`src/verilog/synth_cal_defs.svh`:
```
`ifndef SYNTH_CAL_DEFS_SVH
`define SYNTH_CAL_DEFS_SVH

// register port addresses
`define ADDR_CAL_CONTROL 6'h28
`define ADDR_OSC_CURRENT 6'h29
`define ADDR_PUMP_CONTROL 6'h2a
`define ADDR_BANDPASS 6'h2b
`define REG_COUNT 4

// reset values
`define RST_CAL_CONTROL 16'h5002
`define RST_OSC_CURRENT 16'h0600
`define RST_PUMP_CONTROL 16'h82dd
`define RST_BANDPASS 16'h0000

// writable bits, reserved and read-only bits excluded
`define WMASK_CAL_CONTROL 16'hffff
`define WMASK_OSC_CURRENT 16'h7fc0
`define WMASK_PUMP_CONTROL 16'hffff
`define WMASK_BANDPASS 16'h7f80

// calibration control fields
`define CTL_TX_SKIP 15
`define CTL_LONG_MEAS 14
`define CTL_REF_HI 13
`define CTL_REF_LO 10
`define CTL_K_HI 9
`define CTL_K_LO 4
`define CTL_DAC_EN 3
`define CTL_DAC_HI 2
`define CTL_DAC_LO 0

// oscillator current fields
`define OSC_SPEED_HI 14
`define OSC_SPEED_LO 13
`define OSC_OVR_EN 12
`define OSC_OVR_HI 11
`define OSC_OVR_LO 6
`define OSC_RES_HI 5
`define OSC_RES_LO 0

// charge pump fields
`define PMP_CAL_OFF 15
`define PMP_OVR_EN 14
`define PMP_UP 13
`define PMP_DOWN 12
`define PMP_DISABLE 11
`define PMP_PHASE_DET_RESET_DELAY 10
`define PMP_STEP_HI 9
`define PMP_STEP_LO 8
`define PMP_END_HI 7
`define PMP_END_LO 4
`define PMP_BEGIN_HI 3
`define PMP_BEGIN_LO 0

// bandpass fields
`define BPF_OVR_EN 14
`define BPF_OVR_HI 13
`define BPF_OVR_LO 7
`define BPF_RES_HI 6
`define BPF_RES_LO 0

// timing
`define CLOCK_PERIOD_NS 20
`define CAL_TIME_SHORT_NS 37000
`define CAL_TIME_LONG_NS 57000
`define CAL_CYCLES_SHORT (`CAL_TIME_SHORT_NS / `CLOCK_PERIOD_NS)
`define CAL_CYCLES_LONG (`CAL_TIME_LONG_NS / `CLOCK_PERIOD_NS)
`define STEP_TIME_0_NS 250
`define STEP_TIME_1_NS 500
`define STEP_TIME_2_NS 1000
`define STEP_TIME_3_NS 4000
`define STEP_CYCLES_0 (`STEP_TIME_0_NS / `CLOCK_PERIOD_NS)
`define STEP_CYCLES_1 (`STEP_TIME_1_NS / `CLOCK_PERIOD_NS)
`define STEP_CYCLES_2 (`STEP_TIME_2_NS / `CLOCK_PERIOD_NS)
`define STEP_CYCLES_3 (`STEP_TIME_3_NS / `CLOCK_PERIOD_NS)

`endif

```
`src/verilog/synth_cal_pkg.sv`:
```
package synth_cal_pkg;
  typedef enum logic {CAL_IDLE = 1'b0, CAL_RUN = 1'b1} cal_state_type;
  typedef enum logic {STEP_HOLD = 1'b0, STEP_RUN = 1'b1} step_state_type;
endpackage

```
`src/verilog/pump_current_stepper.sv`:
```
`include "synth_cal_defs.svh"

module pump_current_stepper
  import synth_cal_pkg::*;
(
  input wire logic clock,
  input wire logic rst_n,
  input wire logic startStep,
  input wire logic overrideEn,
  input wire logic [3:0] beginValue,
  input wire logic [3:0] endValue,
  input wire logic [1:0] interval,
  output logic [3:0] pumpCurrent
);
  step_state_type state_ff, nxt_state;
  logic [3:0] level_ff, nxt_level;
  logic [7:0] count_ff, nxt_count;

  function automatic logic [7:0] stepLast(input logic [1:0] code);
    unique case (code)
      2'h0: stepLast = 8'(`STEP_CYCLES_0 - 1);
      2'h1: stepLast = 8'(`STEP_CYCLES_1 - 1);
      2'h2: stepLast = 8'(`STEP_CYCLES_2 - 1);
      2'h3: stepLast = 8'(`STEP_CYCLES_3 - 1);
    endcase
  endfunction

  always_comb
  begin
    nxt_state = state_ff;
    nxt_level = level_ff;
    nxt_count = count_ff;
    if (startStep)
    begin
      nxt_level = beginValue;
      nxt_count = 8'h00;
      nxt_state = (beginValue > endValue) ? STEP_RUN : STEP_HOLD;
    end
    else
    begin
      unique case (state_ff)
        STEP_HOLD: nxt_count = 8'h00;
        STEP_RUN:
        begin
          if (count_ff >= stepLast(interval))
          begin
            nxt_count = 8'h00;
            nxt_level = level_ff - 4'h1;
            if (level_ff - 4'h1 <= endValue)
              nxt_state = STEP_HOLD;
          end
          else
            nxt_count = count_ff + 8'h01;
        end
      endcase
    end
  end

  always_ff @(posedge clock)
  begin
    if (!rst_n)
    begin
      state_ff <= STEP_HOLD;
      level_ff <= 4'hd;
      count_ff <= 8'h00;
    end
    else
    begin
      state_ff <= nxt_state;
      level_ff <= nxt_level;
      count_ff <= nxt_count;
    end
  end

  assign pumpCurrent = overrideEn ? beginValue : level_ff;
endmodule // pump_current_stepper

```
`src/verilog/synth_calibration_test_regs.sv`:
```
// Functional notes
// skip bit 0 calibrates on every rx or tx entry; 1 only rx or strobe
// long-measurement bit selects 57 us calibration, else 37 us
// four-bit reference current field, reset 4, feeds current calibration
// six-bit current constant, also second override value when override on
// without test drive, select bit picks loop filter or tuning dac value
// speed field 0 normal, 1 double, 2 half, 3 undefined
// current override enable substitutes six-bit override value, reset 24
// read-only current result from last calibration, writes ignored
// calibration pump-off bit, reset 1, disables pump during calibration
// pump override uses start value, otherwise calibration sequence
// force-up and force-down bits drive continuous up or down current
// manual disable masks phase detector up and down pulses
// phase detector delay bit picks short or long reset delay
// step interval codes give 0.25, 0.5, 1 and 4 us; code 0 steps every 12 clocks of 20 ns, 0.24 us
// after calibration load start current and step down to stop value
// bandpass override enable applies seven-bit override capacitance
// read-only seven-bit bandpass result, 0 smallest to 127 largest
// software writes zero to reserved bits
// tuning test drive sources node from test pin, else pin observes
// stepping holds at stop value until next calibration
`include "synth_cal_defs.svh"

module synth_calibration_test_regs
  import synth_cal_pkg::*;
(
  input wire logic clock,
  input wire logic rst_n,
  input wire logic [5:0] regAddr,
  input wire logic regWrite,
  input wire logic [15:0] regWriteData,
  output logic [15:0] regReadData,
  input wire logic enterRx,
  input wire logic enterTx,
  input wire logic calibrateStrobe,
  input wire logic tuningNodeTestDrive,
  input wire logic [5:0] calOscCurrent,
  input wire logic calBandpassDone,
  input wire logic [6:0] calBandpassCap,
  output logic calBusy,
  output logic longFreqMeasurement,
  output logic [3:0] oscReferenceCurrent,
  output logic [5:0] oscCurrentConstant,
  output logic [1:0] currentCalSpeed,
  output logic oscCurrentOverrideEn,
  output logic [5:0] oscCurrentA,
  output logic [5:0] oscCurrentB,
  output logic tuningFromTestPin,
  output logic tuningFromDac,
  output logic [2:0] tuningDacValue,
  output logic pumpEnable,
  output logic pumpForceUp,
  output logic pumpForceDown,
  output logic pumpMaskPulses,
  output logic phaseDetLongDelay,
  output logic [3:0] pumpCurrent,
  output logic [6:0] bandpassCap
);
  localparam logic [15:0] RST_VAL [`REG_COUNT] = '{`RST_CAL_CONTROL,
    `RST_OSC_CURRENT, `RST_PUMP_CONTROL, `RST_BANDPASS};
  localparam logic [15:0] WMASK [`REG_COUNT] = '{`WMASK_CAL_CONTROL,
    `WMASK_OSC_CURRENT, `WMASK_PUMP_CONTROL, `WMASK_BANDPASS};

  // register file
  logic [15:0] regs_ff [`REG_COUNT];
  logic [15:0] nxt_regs [`REG_COUNT];
  logic [5:0] oscResult_ff, nxt_oscResult;
  logic [6:0] bpfResult_ff, nxt_bpfResult;
  logic [15:0] readData_ff, nxt_readData;

  function automatic logic regHit(input logic [5:0] addr, input int idx);
    regHit = (addr == 6'(`ADDR_CAL_CONTROL + idx));
  endfunction

  // writes touch only writable bits
  genvar gi;
  generate
    for (gi = 0; gi < `REG_COUNT; gi++)
    begin : g_reg
      always_comb
      begin
        nxt_regs[gi] = regs_ff[gi];
        if (regWrite && regHit(regAddr, gi))
          nxt_regs[gi] = regWriteData & WMASK[gi];
      end
      always_ff @(posedge clock)
      begin
        if (!rst_n)
          regs_ff[gi] <= RST_VAL[gi];
        else
          regs_ff[gi] <= nxt_regs[gi];
      end
    end
  endgenerate

  wire logic [15:0] ctl = regs_ff[0];
  wire logic [15:0] osc = regs_ff[1];
  wire logic [15:0] pmp = regs_ff[2];
  wire logic [15:0] bpf = regs_ff[3];

  // calibration sequencer
  cal_state_type state_ff, nxt_state;
  logic [11:0] calCount_ff, nxt_calCount;
  logic [11:0] calLast;
  logic calRequest;
  logic calFinish;

  always_comb
  begin
    calRequest = enterRx || calibrateStrobe ||
      (enterTx && !ctl[`CTL_TX_SKIP]);
    calLast = ctl[`CTL_LONG_MEAS] ? 12'(`CAL_CYCLES_LONG - 1)
      : 12'(`CAL_CYCLES_SHORT - 1);
    calFinish = 1'b0;
    nxt_state = state_ff;
    nxt_calCount = calCount_ff;
    unique case (state_ff)
      CAL_IDLE:
      begin
        nxt_calCount = 12'h000;
        if (calRequest)
          nxt_state = CAL_RUN;
      end
      CAL_RUN:
      begin
        if (calCount_ff >= calLast)
        begin
          calFinish = 1'b1;
          nxt_state = CAL_IDLE;
          nxt_calCount = 12'h000;
        end
        else
          nxt_calCount = calCount_ff + 12'h001;
      end
    endcase
  end

  always_ff @(posedge clock)
  begin
    if (!rst_n)
    begin
      state_ff <= CAL_IDLE;
      calCount_ff <= 12'h000;
    end
    else
    begin
      state_ff <= nxt_state;
      calCount_ff <= nxt_calCount;
    end
  end

  // results and read port
  always_comb
  begin
    nxt_oscResult = calFinish ? calOscCurrent : oscResult_ff;
    nxt_bpfResult = calBandpassDone ? calBandpassCap : bpfResult_ff;
    nxt_readData = 16'h0000;
    unique case (regAddr)
      `ADDR_CAL_CONTROL: nxt_readData = ctl;
      `ADDR_OSC_CURRENT: nxt_readData = {osc[15:6], oscResult_ff};
      `ADDR_PUMP_CONTROL: nxt_readData = pmp;
      `ADDR_BANDPASS: nxt_readData = {bpf[15:7], bpfResult_ff};
      default: nxt_readData = 16'h0000;
    endcase
  end

  always_ff @(posedge clock)
  begin
    if (!rst_n)
    begin
      oscResult_ff <= 6'h00;
      bpfResult_ff <= 7'h00;
      readData_ff <= 16'h0000;
    end
    else
    begin
      oscResult_ff <= nxt_oscResult;
      bpfResult_ff <= nxt_bpfResult;
      readData_ff <= nxt_readData;
    end
  end

  // charge pump current sequence
  logic [3:0] stepCurrent;

  pump_current_stepper u_stepper (
    .clock(clock),
    .rst_n(rst_n),
    .startStep(calFinish),
    .overrideEn(pmp[`PMP_OVR_EN]),
    .beginValue(pmp[`PMP_BEGIN_HI:`PMP_BEGIN_LO]),
    .endValue(pmp[`PMP_END_HI:`PMP_END_LO]),
    .interval(pmp[`PMP_STEP_HI:`PMP_STEP_LO]),
    .pumpCurrent(stepCurrent)
  );

  // registered analog controls
  logic [15:0] ctlOut_ff, nxt_ctlOut;
  logic [5:0] oscA_ff, nxt_oscA;
  logic [5:0] oscB_ff, nxt_oscB;
  logic [6:0] bpfCap_ff, nxt_bpfCap;
  logic [3:0] pumpCur_ff;
  logic calBusy_ff;

  always_comb
  begin
    nxt_ctlOut = 16'h0000;
    nxt_ctlOut[0] = (nxt_state == CAL_RUN);
    nxt_ctlOut[1] = ctl[`CTL_LONG_MEAS];
    nxt_ctlOut[2] = osc[`OSC_OVR_EN];
    nxt_ctlOut[3] = tuningNodeTestDrive;
    nxt_ctlOut[4] = !tuningNodeTestDrive && ctl[`CTL_DAC_EN];
    nxt_ctlOut[5] = !((nxt_state == CAL_RUN) && pmp[`PMP_CAL_OFF]);
    nxt_ctlOut[6] = pmp[`PMP_UP];
    nxt_ctlOut[7] = pmp[`PMP_DOWN];
    nxt_ctlOut[8] = pmp[`PMP_DISABLE];
    nxt_ctlOut[9] = pmp[`PMP_PHASE_DET_RESET_DELAY];
    nxt_ctlOut[11:10] = osc[`OSC_SPEED_HI:`OSC_SPEED_LO];
    nxt_ctlOut[15:12] = ctl[`CTL_REF_HI:`CTL_REF_LO];
    nxt_oscA = osc[`OSC_OVR_EN] ? osc[`OSC_OVR_HI:`OSC_OVR_LO]
      : oscResult_ff;
    nxt_oscB = ctl[`CTL_K_HI:`CTL_K_LO];
    nxt_bpfCap = bpf[`BPF_OVR_EN] ? bpf[`BPF_OVR_HI:`BPF_OVR_LO]
      : bpfResult_ff;
  end

  always_ff @(posedge clock)
  begin
    if (!rst_n)
    begin
      ctlOut_ff <= 16'h0022;
      oscA_ff <= 6'h00;
      oscB_ff <= 6'h00;
      bpfCap_ff <= 7'h00;
      pumpCur_ff <= 4'hd;
      calBusy_ff <= 1'b0;
    end
    else
    begin
      ctlOut_ff <= nxt_ctlOut;
      oscA_ff <= nxt_oscA;
      oscB_ff <= nxt_oscB;
      bpfCap_ff <= nxt_bpfCap;
      pumpCur_ff <= stepCurrent;
      calBusy_ff <= nxt_ctlOut[0];
    end
  end

  assign regReadData = readData_ff;
  assign calBusy = calBusy_ff;
  assign longFreqMeasurement = ctlOut_ff[1];
  assign oscCurrentOverrideEn = ctlOut_ff[2];
  assign tuningFromTestPin = ctlOut_ff[3];
  assign tuningFromDac = ctlOut_ff[4];
  assign pumpEnable = ctlOut_ff[5];
  assign pumpForceUp = ctlOut_ff[6];
  assign pumpForceDown = ctlOut_ff[7];
  assign pumpMaskPulses = ctlOut_ff[8];
  assign phaseDetLongDelay = ctlOut_ff[9];
  assign currentCalSpeed = ctlOut_ff[11:10];
  assign oscReferenceCurrent = ctlOut_ff[15:12];
  assign oscCurrentA = oscA_ff;
  assign oscCurrentB = oscB_ff;
  assign oscCurrentConstant = oscB_ff;
  assign tuningDacValue = ctl[`CTL_DAC_HI:`CTL_DAC_LO];
  assign pumpCurrent = pumpCur_ff;
  assign bandpassCap = bpfCap_ff;
endmodule // synth_calibration_test_regs

```
`config.mk`:
```
export PLATFORM = sky130hd
export DESIGN_NAME = synth_calibration_test_regs
export DESIGN_NICKNAME = d
export VERILOG_FILES = /design/src/verilog/synth_cal_pkg.sv /design/src/verilog/pump_current_stepper.sv /design/src/verilog/synth_calibration_test_regs.sv
export VERILOG_INCLUDE_DIRS = /design/src /design/src/verilog
export SDC_FILE = /design/constraint.sdc
export NUM_CORES = 1
export LEC_CHECK = 0
export ABC_AREA = 1
export BUFFER_PORTS_ARGS = -buffer_cell sky130_fd_sc_hd__buf_2
export CORE_MARGIN = 2
export CORE_UTILIZATION = 46
export CTS_CLUSTER_SIZE = 14
export DETAILED_ROUTE_END_ITERATION = 10
export GPL_TIMING_DRIVEN = 0
export PLACE_DENSITY = 0.68
export SYNTH_ARGS = -nofsm -noshare
export SYNTH_HDL_FRONTEND = slang
export SYNTH_SLANG_ARGS = --single-unit
```
`constraint.sdc`:
```
create_clock -name clock -period 3 [get_ports clock]
set_clock_uncertainty 0.1 [all_clocks]
set_input_delay 0.3 -clock clock [delete_from_list [all_inputs] [get_ports clock]]
set_output_delay 0.3 -clock clock [all_outputs]
set_load 0.03 [all_outputs]
```
; ---- Yosys cells after proc, flatten, opt, wreduce, memory -nomap -nowiden
; Memory sizes are Yosys's and may differ from the RTL's.
; Cells that the tools add are included.
[op_classes]
add_sub_neg = 3
n_mul = 0
div_mod_pow = 0
magnitude_cmp = 4
n_eq_ne = 7
n_shift = 0
n_mux = 35
bitwise = 7
n_reduce_logical = 17
[ops]
columns = cell, count
row1 = 2-to-1 mux 16 bit, 8
row2 = case mux 16 bit (4 select lines), 1
row3 = case mux 8 bit (4 select lines), 1
row4 = "== test 6 bit, second input constant", 4
row5 = 2-to-1 mux 12 bit, 2
row6 = 2-to-1 mux 8 bit, 3
row7 = case mux 12 bit (2 select lines), 1
row8 = 2-to-1 mux 4 bit, 4
row9 = case mux 8 bit (2 select lines), 1
row10 = "adder 12 x 1 -> 12 bit, second input constant", 1
row11 = greater-or-equal comparator 12 bit, 1
row12 = 2-to-1 mux 1 bit, 11
row13 = "adder 8 x 1 -> 8 bit, second input constant", 1
row14 = greater-or-equal comparator 8 bit, 1
row15 = logical AND 1 bit, 7
row16 = 2-to-1 mux 7 bit, 1
row17 = 2-to-1 mux 6 bit, 1
row18 = "== test 2 bit, second input constant", 2
row19 = > comparator 4 bit, 1
row20 = less-or-equal comparator 4 bit, 1
row21 = OR 1 bit, 4
row22 = nonzero test 2 bit, 2
row23 = "subtractor 4 x 1 -> 4 bit, second input constant", 1
row24 = logical NOT 1 bit, 3
row25 = 7 further kinds, 10
[word_totals]
reg_bits = 94
latch_bits = 0
ram_bits = 64
mem_bits_ro = 0
in_bits = 43
out_inout_bits = 64
word_cells = 87
n_memories = 1
[memory_table]
columns = name, depth, word_bits, read_ports, rd_ports_with_merged_regs, write_ports, line_no
row1 = regs_ff, 4, 16, 4, 0, 4, synth_calibration_test_regs.sv:65  ; logic [15:0] regs_ff [`REG_COUNT];

; ---- Logic depth before layout (Yosys ltp)
; Gate-level depths: netlist of run 1.
[depth]
ltp_word = 9
depth_mapped = 15
ltp_nobuf = 15

; ---- Cells and area by module
; Synthesis of run 1 repeated with hierarchy kept, for this count alone.
[hier_totals]
cells_unflattened = 824
area_unflattened_um2 = 6202.2
[by_module_without_submodules]
columns = mod, n_inst, cells_per_inst, area_per_inst_um2
row1 = synth_calibration_test_regs, 1, 674, 5114.9
row2 = pump_current_stepper, 1, 150, 1087.3

; ---- Worst setup path before layout of run 1
; OpenSTA, ideal clock, no wires.
[synth_timing]
kind = reg-to-reg
startpoint = memory regs_ff[2][8]
endpoint = register u_stepper.level_ff[1]
arrival_ns = 1.713
t_required_ns = 2.785
setup_slack_ns = 1.073
stages_incl_launch_ff = 14
n_path_buf = 0
path_cell_list = dfxtp_1 inv_1 ha_1 ha_1 nand2_1 nor2_1 nor2_1 nand2_1 nand2_1 nand2_1 nand2_1 nand3_1 nand2_1 nor2_1
[synth_rtl]
columns = element, line_no
row1 = "start, declared", synth_calibration_test_regs.sv:65
row2 = "end signal, assigned", pump_current_stepper.sv:70  ; level_ff <= nxt_level;
row3 = "end, declared", pump_current_stepper.sv:16  ; logic [3:0] level_ff, nxt_level;

==> results of run 1 <==
## logic make-up (layout without fill, tap and decap cells)
| group | after synthesis | count (layout) |
|---|---|---|
| flops | 142 | 142 |
| xor+xnor | 12 | 12 |
| simple gates | 191 | 191 |
| compound gates | 193 | 193 |
| fa+ha+maj | 30 | 30 |
| buf+inv | 162 | 300 |
## metal layers
metal  track usage  wire length (um)  vias to the layer above
met5             0                 0                        -
met4       0.07003               239                        0
met3       0.05717              1116                       23
met2        0.3479              6972                      199
met1        0.3042              7025                     2390
li1              -                 -                     2631
## power breakdown
part | switching, W | internal, W
Sequential | 0.0000119 | 0.00191
Combinational | 0.000142 | 0.0000630
Clock | 0.000853 | 0.00126
Total | 0.00101 | 0.00323
## worst min-delay path: cells and delay by family
kind	cells	cell delay, ps
AO/OA/AOI/OAI	1	70
buffers and inverters	1	100
AND/OR/NAND/NOR	1	50
## state kept, by name, summed over array words and instances, names as in the netlist
| signal | flops |
|---|---|
| regs_ff | 49 |
| ctlOut_ff | 16 |
| regReadData | 16 |
| calCount_ff | 12 |
| u_stepper.count_ff | 8 |
| bandpassCap | 7 |
| bpfResult_ff | 7 |
| oscCurrentA | 6 |
| oscCurrentB | 6 |
| oscResult_ff | 6 |
| pumpCurrent | 4 |
| u_stepper.level_ff | 4 |
| u_stepper.state_ff | 1 |
## stage by stage
stage	hold slack (ps)	area, sq um	power, W	utilization
after CTS	1.365	7331	0.004264	0.5786
after floorplan	279.3	5986	0.002074	-
after global routing	24.36	7331	0.004372	0.5786
final	16.59	7331	0.004240	0.5786
after detailed placement	315.6	6726	0.002165	0.5309
after global placement	306.4	6726	0.002163	0.5309
## cell type report
| cell class | count | share of cell area |
|---|---|---|
| Sequential cell | 142 | 0.3878 |
| Clock inverter | 14 | 0.02116 |
| Buffer | 38 | 0.03021 |
| Timing Repair Buffer | 106 | 0.07305 |
| Tap cell | 172 | 0.02936 |
| Clock buffer | 18 | 0.05991 |
| Inverter | 124 | 0.06349 |
| Multi-Input combinational cell | 426 | 0.3350 |
## repair_timing
item                                    CTS  global route
endpoints found under the hold margin     2             0
gates resized for setup                   0             0
hold buffers                              1             0
endpoints found under the setup margin    0             0
## synth_stat cells (all sizes together)
| cell | count |
|---|---|
| o22ai | 31 |
| xnor2 | 5 |
| nor3b | 1 |
| dfxtp | 142 |
| buf | 27 |
| o211ai | 16 |
| a21oi | 74 |
| nand3b | 2 |
| nand3 | 21 |
| xor2 | 7 |
| a31oi | 1 |
| inv | 123 |
| or2 | 3 |
| nand4 | 9 |
| clkinv | 1 |
| clkbuf | 11 |
| nand2 | 83 |
| o21ai | 69 |
| nor2 | 67 |
| ha | 30 |
| nor3 | 5 |
| o21a | 1 |
| a21o | 1 |
## path summary, 6_finish.rpt
check | from | end | cells after the start
hold / removal | regWriteData[2] | regs_ff[2][2] | 3
setup / recovery | regs_ff[2][8] | u_stepper.level_ff[1] | 13
hold reg to reg | regs_ff[2][13] | ctlOut_ff[6] | 2
setup reg to reg | regs_ff[2][8] | u_stepper.level_ff[1] | 13
==> summary.txt, run 1 <==
Synthesis
  – Compound-gate portion of the synthesized area: 0.1762
  – Post-synthesis cell area: about 6000 sq um
  – Share of the synthesized area in the top cell type: 0.4749
  – Post-synthesis mux area share: 0
  – Mean Syn Cell Area: slightly above 8 sq um
  – Synth Warn #: 0
  – Simple-gate share of the synthesized area: 0.1538
  – Main combinational cell family by area after synthesis: compound AO/OA/AOI/OAI gates
  – Sequential area share after synthesis: 0.4749
  – #FFs+latches synth: 142
  – Post-synth cell types: 39
  – Synth top area cells: dfxtp_1, inv_1, ha_1, a21oi_1, nand2_1
  – Syn Inst Count: 730
  – Yosys top cell by area: dfxtp_1
  – Post-Syn Nets: ~800
  – Synth Area in Adders: 0.06271
  – Post-Synth XOR/XNOR Area: 0.01756

Clocking
  – CTS tree: done
  – CTS H-Tree Depth: 4
  – Clock slew at reported path FFs: about 60 ps
  – Root Buffer: clkbuf_16
  – CTS Buffer Depth: 2
  – Buffer count from post-CTS setup fixing: 0
  – Worst-skew pair later-pin latency: ~430 ps
  – CTS Buf Count: 17
  – Clock sink count: 142

Timing
  – Max frequency: approximately 450 MHz
  – Post-route setup TNS: 0 ps
  – Setup WS post-layout: 753.8 ps
  – Max Slew Vio Count: 0
  – Final setup vio count: 0
  – Final period util: 0.7487
  – RSZ-0062 raised after global routing: false
  – Rel. slew slack: 0.5465
  – Min Tclk post-route: between 2000 and 2500 ps
  – Worst-Margin Slew: a little under 700 ps
  – Final-report hold violation count: 0

Worst setup path
  – Critical path's most frequent cell: nand2_1
  – CP bufs+invs: 1
  – WP data required: around 3200 ps
  – Worst R2R Setup Slack: 750 ps
  – CP endpoint kind: flip-flop
  – Crit path DAT: approximately 2500 ps
  – Max stage delay on crit path: 390 ps
  – Worst path slowest cell: dfxtp_1
  – Startpoint Class: flip-flop
  – CP Cell Sequence: inv_1 > ha_1 > ha_1 > nand2_1 > nor2_1 > nor2_1 > nand2_1 > nand2_1 > nand2_1 > nand2_1 > nand3_1 > nand2_1 > nor2_1
  – Critical Setup Path Class: flip-flop to flip-flop
  – Critical path fanouts, max: 6
  – Delay-heaviest family, CP: simple AND/OR/NAND/NOR gates

Final layout
  – Layout Nets: roughly 930
  – FF+latch area: 2843 sq um
  – Commonest cells after routing, fill and taps aside: dfxtp_1, inv_1, buf_2, nand2_1, a21oi_1
  – Antenna diodes: 0
  – Layout cells sized above 1: 0.2131
  – Area of the multi-input gates: about 2500 sq um
  – Fill count: between 1000 and 1500
  – Final std cells w/o fill: ~1000
  – Commonest non-fill, non-tap cell in the layout: dfxtp_1
  – Syn-to-layout area delta: 22.47%

Worst hold path
  – Worst Hold Class: primary input to flip-flop

Power and ir drop
  – PwrDens: 578.3 nW/um^2
  – Worst VDD drop: approximately 380 uV
  – Leakage: 3.388 nW

GRT
  – Vias in the first global route: roughly 4800
  – Initial antenna violation count: 0
  – First-pass GRT wire length: between 20000 and 25000 um
  – Total track usage: 0.2238
  – Largest net degree at the start of global routing: 17
  – Gr ovfl total: 0

Status
  – Run status: finished clean

Job
  – Max Cap Violations: 0

Placement
  – Final weighted congestion in routability-driven placement: approximately 0.92
  – Placed cell count: 1007
  – Dpl ws: between 700 and 800 ps
  – Port Buf Inserts: about 110
  – HPWL Detailed: between 10000 and 15000 um

Route
  – Final wirelength: roughly 15000 um
  – Initial DRC Count: around 390
  – Post-route ant nets: 0
  – 1st-pass router iterations: 6
  – Vias/cell: 5.041
  – DRC errors left: 0
  – DR vias: about 5200
  – Wire per inst: between 10 and 15 um

Die
  – Chip height: 118.1 um
  – Core box area: roughly 13000 sq um
  – Die Width: 118.1 um
  – DIE AREA: roughly 14000 sq um
  – Initial Utilization: 0.4724
  – Io pins: between 100 and 150
  – Rows: 41
No activity file was read; power rests on OpenSTA's default activity.
==> run 2, diff against run 1 <==
--- a/config.mk
+++ b/config.mk
@@ -6,14 +6,14 @@
 export SDC_FILE = /design/constraint.sdc
 export NUM_CORES = 1
 export LEC_CHECK = 0
-export ABC_AREA = 1
+export ABC_AREA = 0
 export BUFFER_PORTS_ARGS = -buffer_cell sky130_fd_sc_hd__buf_2
 export CORE_MARGIN = 2
 export CORE_UTILIZATION = 46
 export CTS_CLUSTER_SIZE = 14
 export DETAILED_ROUTE_END_ITERATION = 10
 export GPL_TIMING_DRIVEN = 0
-export PLACE_DENSITY = 0.68
+export PLACE_DENSITY = 0.7
 export SYNTH_ARGS = -nofsm -noshare
 export SYNTH_HDL_FRONTEND = slang
 export SYNTH_SLANG_ARGS = --single-unit
==> constraint.sdc (replaced) <==
create_clock -name clock -period 1.9 [get_ports clock]
set_clock_uncertainty 0.1 [all_clocks]
set_input_delay 0.19 -clock clock [delete_from_list [all_inputs] [get_ports clock]]
set_output_delay 0.19 -clock clock [all_outputs]
set_load 0.03 [all_outputs]
==> run 2 against run 1 <==
Net effect:
- the flow now finishes with violations (negative setup slack)
- synthesized cell count is 11% lower
- cell area grew 9.5%
- via count grew 1.5%
- cell count shrank 3.6%
- non-clock buffer count grew 44
- core utilization is 3.5 points higher
- global-route usage up 2.1 points
- power grew 56%
- clock power up 51%
- die area rose by 1.5%
- largest power group unchanged
==> summary.txt, run 2 <==
Die
  – Core box area: ~13000 sq um
  – Rows: 42
  – Initial Utilization: 0.4647
  – Die Width: roughly 120 um
  – Io pins: between 100 and 150
  – Chip height: between 100 and 150 um
  – DIE AREA: 14160 sq um

Final layout
  – Syn-to-layout area delta: 32.00%
  – Commonest non-fill, non-tap cell in the layout: dfxtp_1
  – Commonest cells after routing, fill and taps aside: dfxtp_1, buf_2, nand2_1, nand3_1, a21boi_1
  – Layout Nets: between 800 and 900
  – Post-route cell area: approximately 8000 sq um
  – Antenna diodes: 0
  – Number of flip-flops in the largest register: 49
  – Fill count: 1094
  – Top reg by flops: regs_ff
  – Layout cells sized above 1: 0.2600

Synthesis
  – EDFF count, synth: 0
  – Most common cell in the netlist: dfxtp_1
  – Post-synth cell types: 50
  – Post-Syn Nets: just over 700
  – Top post-synthesis cells by count: dfxtp_1, nand2_1, a21boi_1, nand3_1, a22oi_1
  – Synth top area cells: dfxtp_1, nand2_1, ha_1, a21boi_1, a22oi_1
  – Yosys top cell by area: dfxtp_1
  – Mean Syn Cell Area: between 9 and 10 sq um
  – Top_reg_cell synth: dfxtp_1
  – Asr flop ratio synth: 0
  – Synth Warn #: 0
  – Share of the synthesized area in the top cell type: 0.4675
  – Post-synthesis cell area: slightly above 6000 sq um
  – Syn Inst Count: ~650
  – #FFs+latches synth: 142
  – Sequential area share after synthesis: 0.4675

Route
  – Final wirelength: approximately 17000 um
  – DR vias: between 5000 and 6000
  – DRC errors left: 0
  – 1st-pass router iterations: 5
  – Vias/cell: 5.304
  – Initial DRC Count: between 300 and 400
  – Wire per inst: around 17 um
  – Post-route ant nets: 0

Placement
  – HPWL Detailed: around 12000 um
  – Final weighted congestion in routability-driven placement: 0.9057
  – Post-DP Area: between 6000 and 7000 sq um
  – Port Buf Inserts: 104

Clocking
  – CTS tree: done
  – Worst-skew pair later-pin latency: between 400 and 500 ps
  – CTS Buffer Depth: 2
  – Clock slew at reported path FFs: around 60 ps
  – CTS Buf Count: 17
  – Root Buffer: clkbuf_16
  – CTS H-Tree Depth: 4
  – Clock sink count: ~140

GRT
  – Largest net degree at the start of global routing: 17
  – First-pass GRT wire length: approximately 27000 um
  – Gr ovfl total: 0
  – Initial antenna violation count: 0
  – Vias in the first global route: 5247
  – Total track usage: 0.2446

Worst setup path
  – Crit path DAT: between 2000 and 3000 ps
  – Critical path fanouts, max: 8
  – Critical Setup Path Class: flip-flop to flip-flop
  – Startpoint Class: flip-flop
  – Worst R2R Path Depth: 7
  – WP data required: around 2100 ps
  – CP endpoint kind: flip-flop

Status
  – Run status: finished, violations left
  – Failing checks: negative setup slack

Job
  – Max Cap Violations: 0

Timing
  – Max Slew Vio Count: 0
  – Final setup vio count: 18
  – Setup WS post-layout: -465.3 ps
  – Min Hold Slack: ~42 ps
  – Post-route setup TNS: -4997 ps
  – Final-report hold violation count: 0
  – Max frequency: 422.8 MHz
  – RSZ-0062 raised after global routing: true
  – Final period util: 1.245
  – Min Tclk post-route: ~2400 ps
  – Worst-Margin Slew: 693.6 ps
  – Rel. slew slack: 0.5376

Power and ir drop
  – Tot Pwr: about 0.0066 W
  – Worst VDD drop: ~800 uV
  – PwrDens: 824.0 nW/um^2
  – Leakage: approximately 3.2 nW

Worst hold path
  – Hold Crit Depth: 4
  – Worst Hold Class: primary input to flip-flop
run 2: path summary, 6_finish.rpt:
path                                startpoint                    end  slack [ps]
worst min register to register  regs_ff[2][15]           ctlOut_ff[5]         330
worst min-delay path                   enterRx           ctlOut_ff[0]          40
worst max register to register   regs_ff[2][8]  u_stepper.level_ff[1]        -470
worst max-delay path             regs_ff[2][8]  u_stepper.level_ff[1]        -470
run 2: power breakdown:
part	total [W]	internal, W	switching [W]
Combinational	0.000379	0.000175	0.000204
Clock	0.00318	0.00192	0.00126
Sequential	0.00305	0.00301	0.0000404
run 2: stage by stage:
stage	worst slack, ps	utilization	cells
5_1_grt	-506.5	0.6134	1003
3_3_place_gp	-448.2	0.5266	933
2_1_floorplan	-299.9	-	653
4_1_cts	-459.2	0.6068	1002
3_5_place_dp	-508.8	0.5266	933
6_report	-465.3	0.6134	1003
run 2: final cells by class:
type	count	area, sq um	area share
Clock buffer	21	440.4	0.05487
Timing Repair Buffer	143	900.9	0.1122
Inverter	24	97.59	0.01216
Tap cell	176	220.2	0.02744
Multi-Input combinational cell	442	3156	0.3931
Clock inverter	10	117.6	0.01465
Buffer	45	234.0	0.02915
Sequential cell	142	2860	0.3564
run 2: cells by family after synthesis:
kind of cell	share of synthesized area
xor+xnor	0.02593
fa+ha+maj	0.06173
simple gates	0.2177
flops	0.4675
mux	0.03786
compound gates	0.1379
buf+inv	0.05144
run 2: worst max-delay path, cell delays in order, from the launching register on:
cell,delay (ps)
dfxtp_4,420
inv_4,60
ha_4,280
ha_4,190
a2111o_1,430
a32o_2,350
and4_4,170
a311o_1,250
run 2: layer usage:
| layer | vias up | part of all wire | GRT usage |
|---|---|---|---|
| li1 | 2557 | - | - |
| met1 | 2547 | 0.44 | 0.3129 |
| met2 | 193 | 0.47 | 0.3944 |
| met3 | 23 | 0.069 | 0.06130 |
| met4 | 0 | 0.019 | 0.09970 |
| met5 | - | 0 | 0 |
run 2: timing repair:
item	in CTS	in global routing
endpoints found under the setup margin	31	29
setup buffers	8	1
hold buffers	30	0
hold endpoints to repair	64	0
pin swaps	13	6
resized for setup	31	19
==> run 3, diff against run 2 <==
--- a/config.mk
+++ b/config.mk
@@ -9,11 +9,11 @@
 export ABC_AREA = 0
 export BUFFER_PORTS_ARGS = -buffer_cell sky130_fd_sc_hd__buf_2
 export CORE_MARGIN = 2
-export CORE_UTILIZATION = 46
+export CORE_UTILIZATION = 48
 export CTS_CLUSTER_SIZE = 14
 export DETAILED_ROUTE_END_ITERATION = 10
 export GPL_TIMING_DRIVEN = 0
-export PLACE_DENSITY = 0.7
+export PLACE_DENSITY = 0.73
 export SYNTH_ARGS = -nofsm -noshare
 export SYNTH_HDL_FRONTEND = slang
 export SYNTH_SLANG_ARGS = --single-unit
==> run 3 against run 2 <==
Net effect:
- the run still ends with negative setup slack left
- global-route usage grew 1.6 points
- maximum frequency shrank 1.2%
- via count grew 4.3%
- core utilization grew 3.6 points
- first-iteration DRC count grew 35%
- sequential share of layout area shrank 0.44 points
- cell count grew 0.30%
- critical path type unchanged
- non-clock buffer count grew 6
==> summary.txt, run 3 (synthesis results as in run 2) <==
Status
  – Run status: finished, violations left
  – Failing checks: negative setup slack

Worst setup path
  – Reg2Reg Capture Point: u_stepper.level_ff[1]
  – Critical path fanouts, max: 8
  – R2r startpoint: regs_ff[2][8]
  – CP endpoint kind: flip-flop
  – Startpoint Class: flip-flop
  – Crit path DAT: 2610 ps
  – Worst R2R Setup Slack: -490 ps
  – Critical Setup Path Class: flip-flop to flip-flop
  – Worst R2R Path Depth: 7
  – CP Cell Sequence: inv_4 > ha_4 > ha_4 > a2111o_1 > a32o_2 > and4_4 > a311o_1
  – WP data required: between 2000 and 2500 ps
  – Crit path launch: regs_ff[2][8]
  – Worst path slowest cell: a2111o_1
  – Critical path's most frequent cell: ha_4
  – Max stage delay on crit path: approximately 470 ps

Route
  – 1st-pass router iterations: 6
  – DR vias: around 5500
  – Final wirelength: between 15000 and 20000 um
  – DRC errors left: 0
  – Vias/cell: 5.514
  – Wire per inst: between 15 and 20 um
  – Post-route ant nets: 0
  – Initial DRC Count: 527

Die
  – Rows: 41
  – Initial Utilization: 0.4858
  – Die Width: 116.6 um
  – Chip height: 116.6 um
  – Core box area: ~13000 sq um
  – DIE AREA: roughly 14000 sq um
  – Io pins: 107

Timing
  – Final setup vio count: 18
  – Final period util: 1.260
  – Min Tclk post-route: between 2000 and 2500 ps
  – Setup WS post-layout: -494.5 ps
  – RSZ-0062 raised after global routing: true
  – Min Hold Slack: 57.67 ps
  – Max Slew Vio Count: 0
  – Final-report hold violation count: 0
  – Max frequency: between 400 and 500 MHz
  – Rel. slew slack: 0.5068
  – Worst-Margin Slew: between 700 and 800 ps

Clocking
  – Clock slew at reported path FFs: 60 ps
  – CTS H-Tree Depth: 4
  – Clock sink count: ~140
  – Worst-skew pair later-pin latency: approximately 430 ps
  – CTS Buffer Depth: 2
  – CTS tree: done
  – Root Buffer: clkbuf_16
  – CTS Buf Count: 17

GRT
  – Total track usage: 0.2603
  – First-pass GRT wire length: between 20000 and 30000 um
  – Vias in the first global route: 5359
  – Initial antenna violation count: 0
  – Largest net degree at the start of global routing: 17
  – Gr ovfl total: 0

Final layout
  – Layout cells sized above 1: 0.2686
  – FF+latch area: 2860 sq um
  – Commonest non-fill, non-tap cell in the layout: dfxtp_1
  – Finished Core Util: 0.6492
  – Antenna diodes: 0
  – Layout Nets: ~890
  – Syn-to-layout area delta: 33.64%
  – Top reg by flops: regs_ff
  – Commonest cells after routing, fill and taps aside: dfxtp_1, buf_2, nand2_1, a21boi_1, nand3_1
  – Area of the multi-input gates: 3133 sq um
  – Fill count: approximately 1000
  – Post-route cell area: roughly 8000 sq um
  – Number of flip-flops in the largest register: 49

Worst hold path
  – Worst Hold Class: primary input to flip-flop
  – Hold EP: ctlOut_ff[0]
  – Hold path start: enterRx
  – Hold Crit Depth: 4

Power and ir drop
  – PwrDens: approximately 860 nW/um^2
  – Combinational cell fraction of total power: 0.056
  – Leakage: ~3.3 nW
  – Switching part of the total: 0.2211
  – Internal power: approximately 0.0055 W
  – Clock power share: 0.509
  – Sw power: ~0.0016 W
  – Tot Pwr: 0.007022 W
  – Worst VDD drop: between 600 and 700 uV
  – Sequential Power Share: 0.435

Placement
  – Port Buf Inserts: about 100
  – HPWL Detailed: 12080 um
  – Final weighted congestion in routability-driven placement: about 0.97
  – Post-DP Area: between 6000 and 7000 sq um

Job
  – Max Cap Violations: 0
[run 3: how the worst max path moves through the flow]
stage	end	slack (ps)	cells past startpoint
floorplan	u_stepper.level_ff[1]	-300	9
global placement	u_stepper.count_ff[5]	-420	9
detailed placement	u_stepper.count_ff[5]	-520	8
CTS	u_stepper.level_ff[1]	-430	9
global route	u_stepper.level_ff[3]	-520	9
finish	u_stepper.level_ff[1]	-490	7
[run 3: layer usage]
metal	global-route usage	wire length [um]	up-vias	part of all wire
met4	0.1161	495	0	0.028
met5	0	0	-	0
met2	0.4314	8608	267	0.48
met3	0.06124	1429	52	0.080
li1	-	-	2575	-
met1	0.3241	7230	2653	0.41
[run 3: area by class of cell]
| class | instances | share of cell area |
|---|---|---|
| multi-input cells | 442 | 0.3855 |
| flip-flops and latches | 142 | 0.3520 |
| repair buffers | 149 | 0.1155 |
| clock buffers | 20 | 0.05620 |
| plain buffers | 45 | 0.02956 |
| well taps | 172 | 0.02648 |
| clock inverters | 12 | 0.02248 |
| inverters | 24 | 0.01232 |
[run 3: critical path: cells and delay by family (launching register included)]
kind	cells	cell delay (ps)
DFF	1	400
adders and majority gates	2	470
buffers and inverters	1	50
and+or+nand+nor	1	170
AOI/OAI and AO/OA	3	1100
[run 3: power by group through the flow]
stage	clock network, W	logic (W)	registers, W
2_1_floorplan	0	0.000154	0.00314
3_3_place_gp	0	0.000309	0.00312
3_5_place_dp	0	0.000319	0.00312
4_1_cts	0.00359	0.000370	0.00305
5_1_grt	0.00373	0.000419	0.00306
6_report	0.00358	0.000392	0.00305
[run 3: repair_timing]
action	4_1_cts	5_1_grt
cloned	0	1
setup buffers	3	11
endpoints found under the setup margin	31	31
pin swaps	8	15
endpoints found under the hold margin	64	0
gates resized for setup	17	33
hold buffers	30	0
[run 3: per-stage QoR]
stage | std cells | setup TNS, ps | setup slack (ps)
after floorplan | 653 | -2115 | -299.9
after global routing | 1006 | -6817 | -522.9
final | 1006 | -5639 | -494.5
after CTS | 994 | -4795 | -425.7
after global placement | 929 | -9396 | -419.7
after detailed placement | 929 | -12460 | -523.3
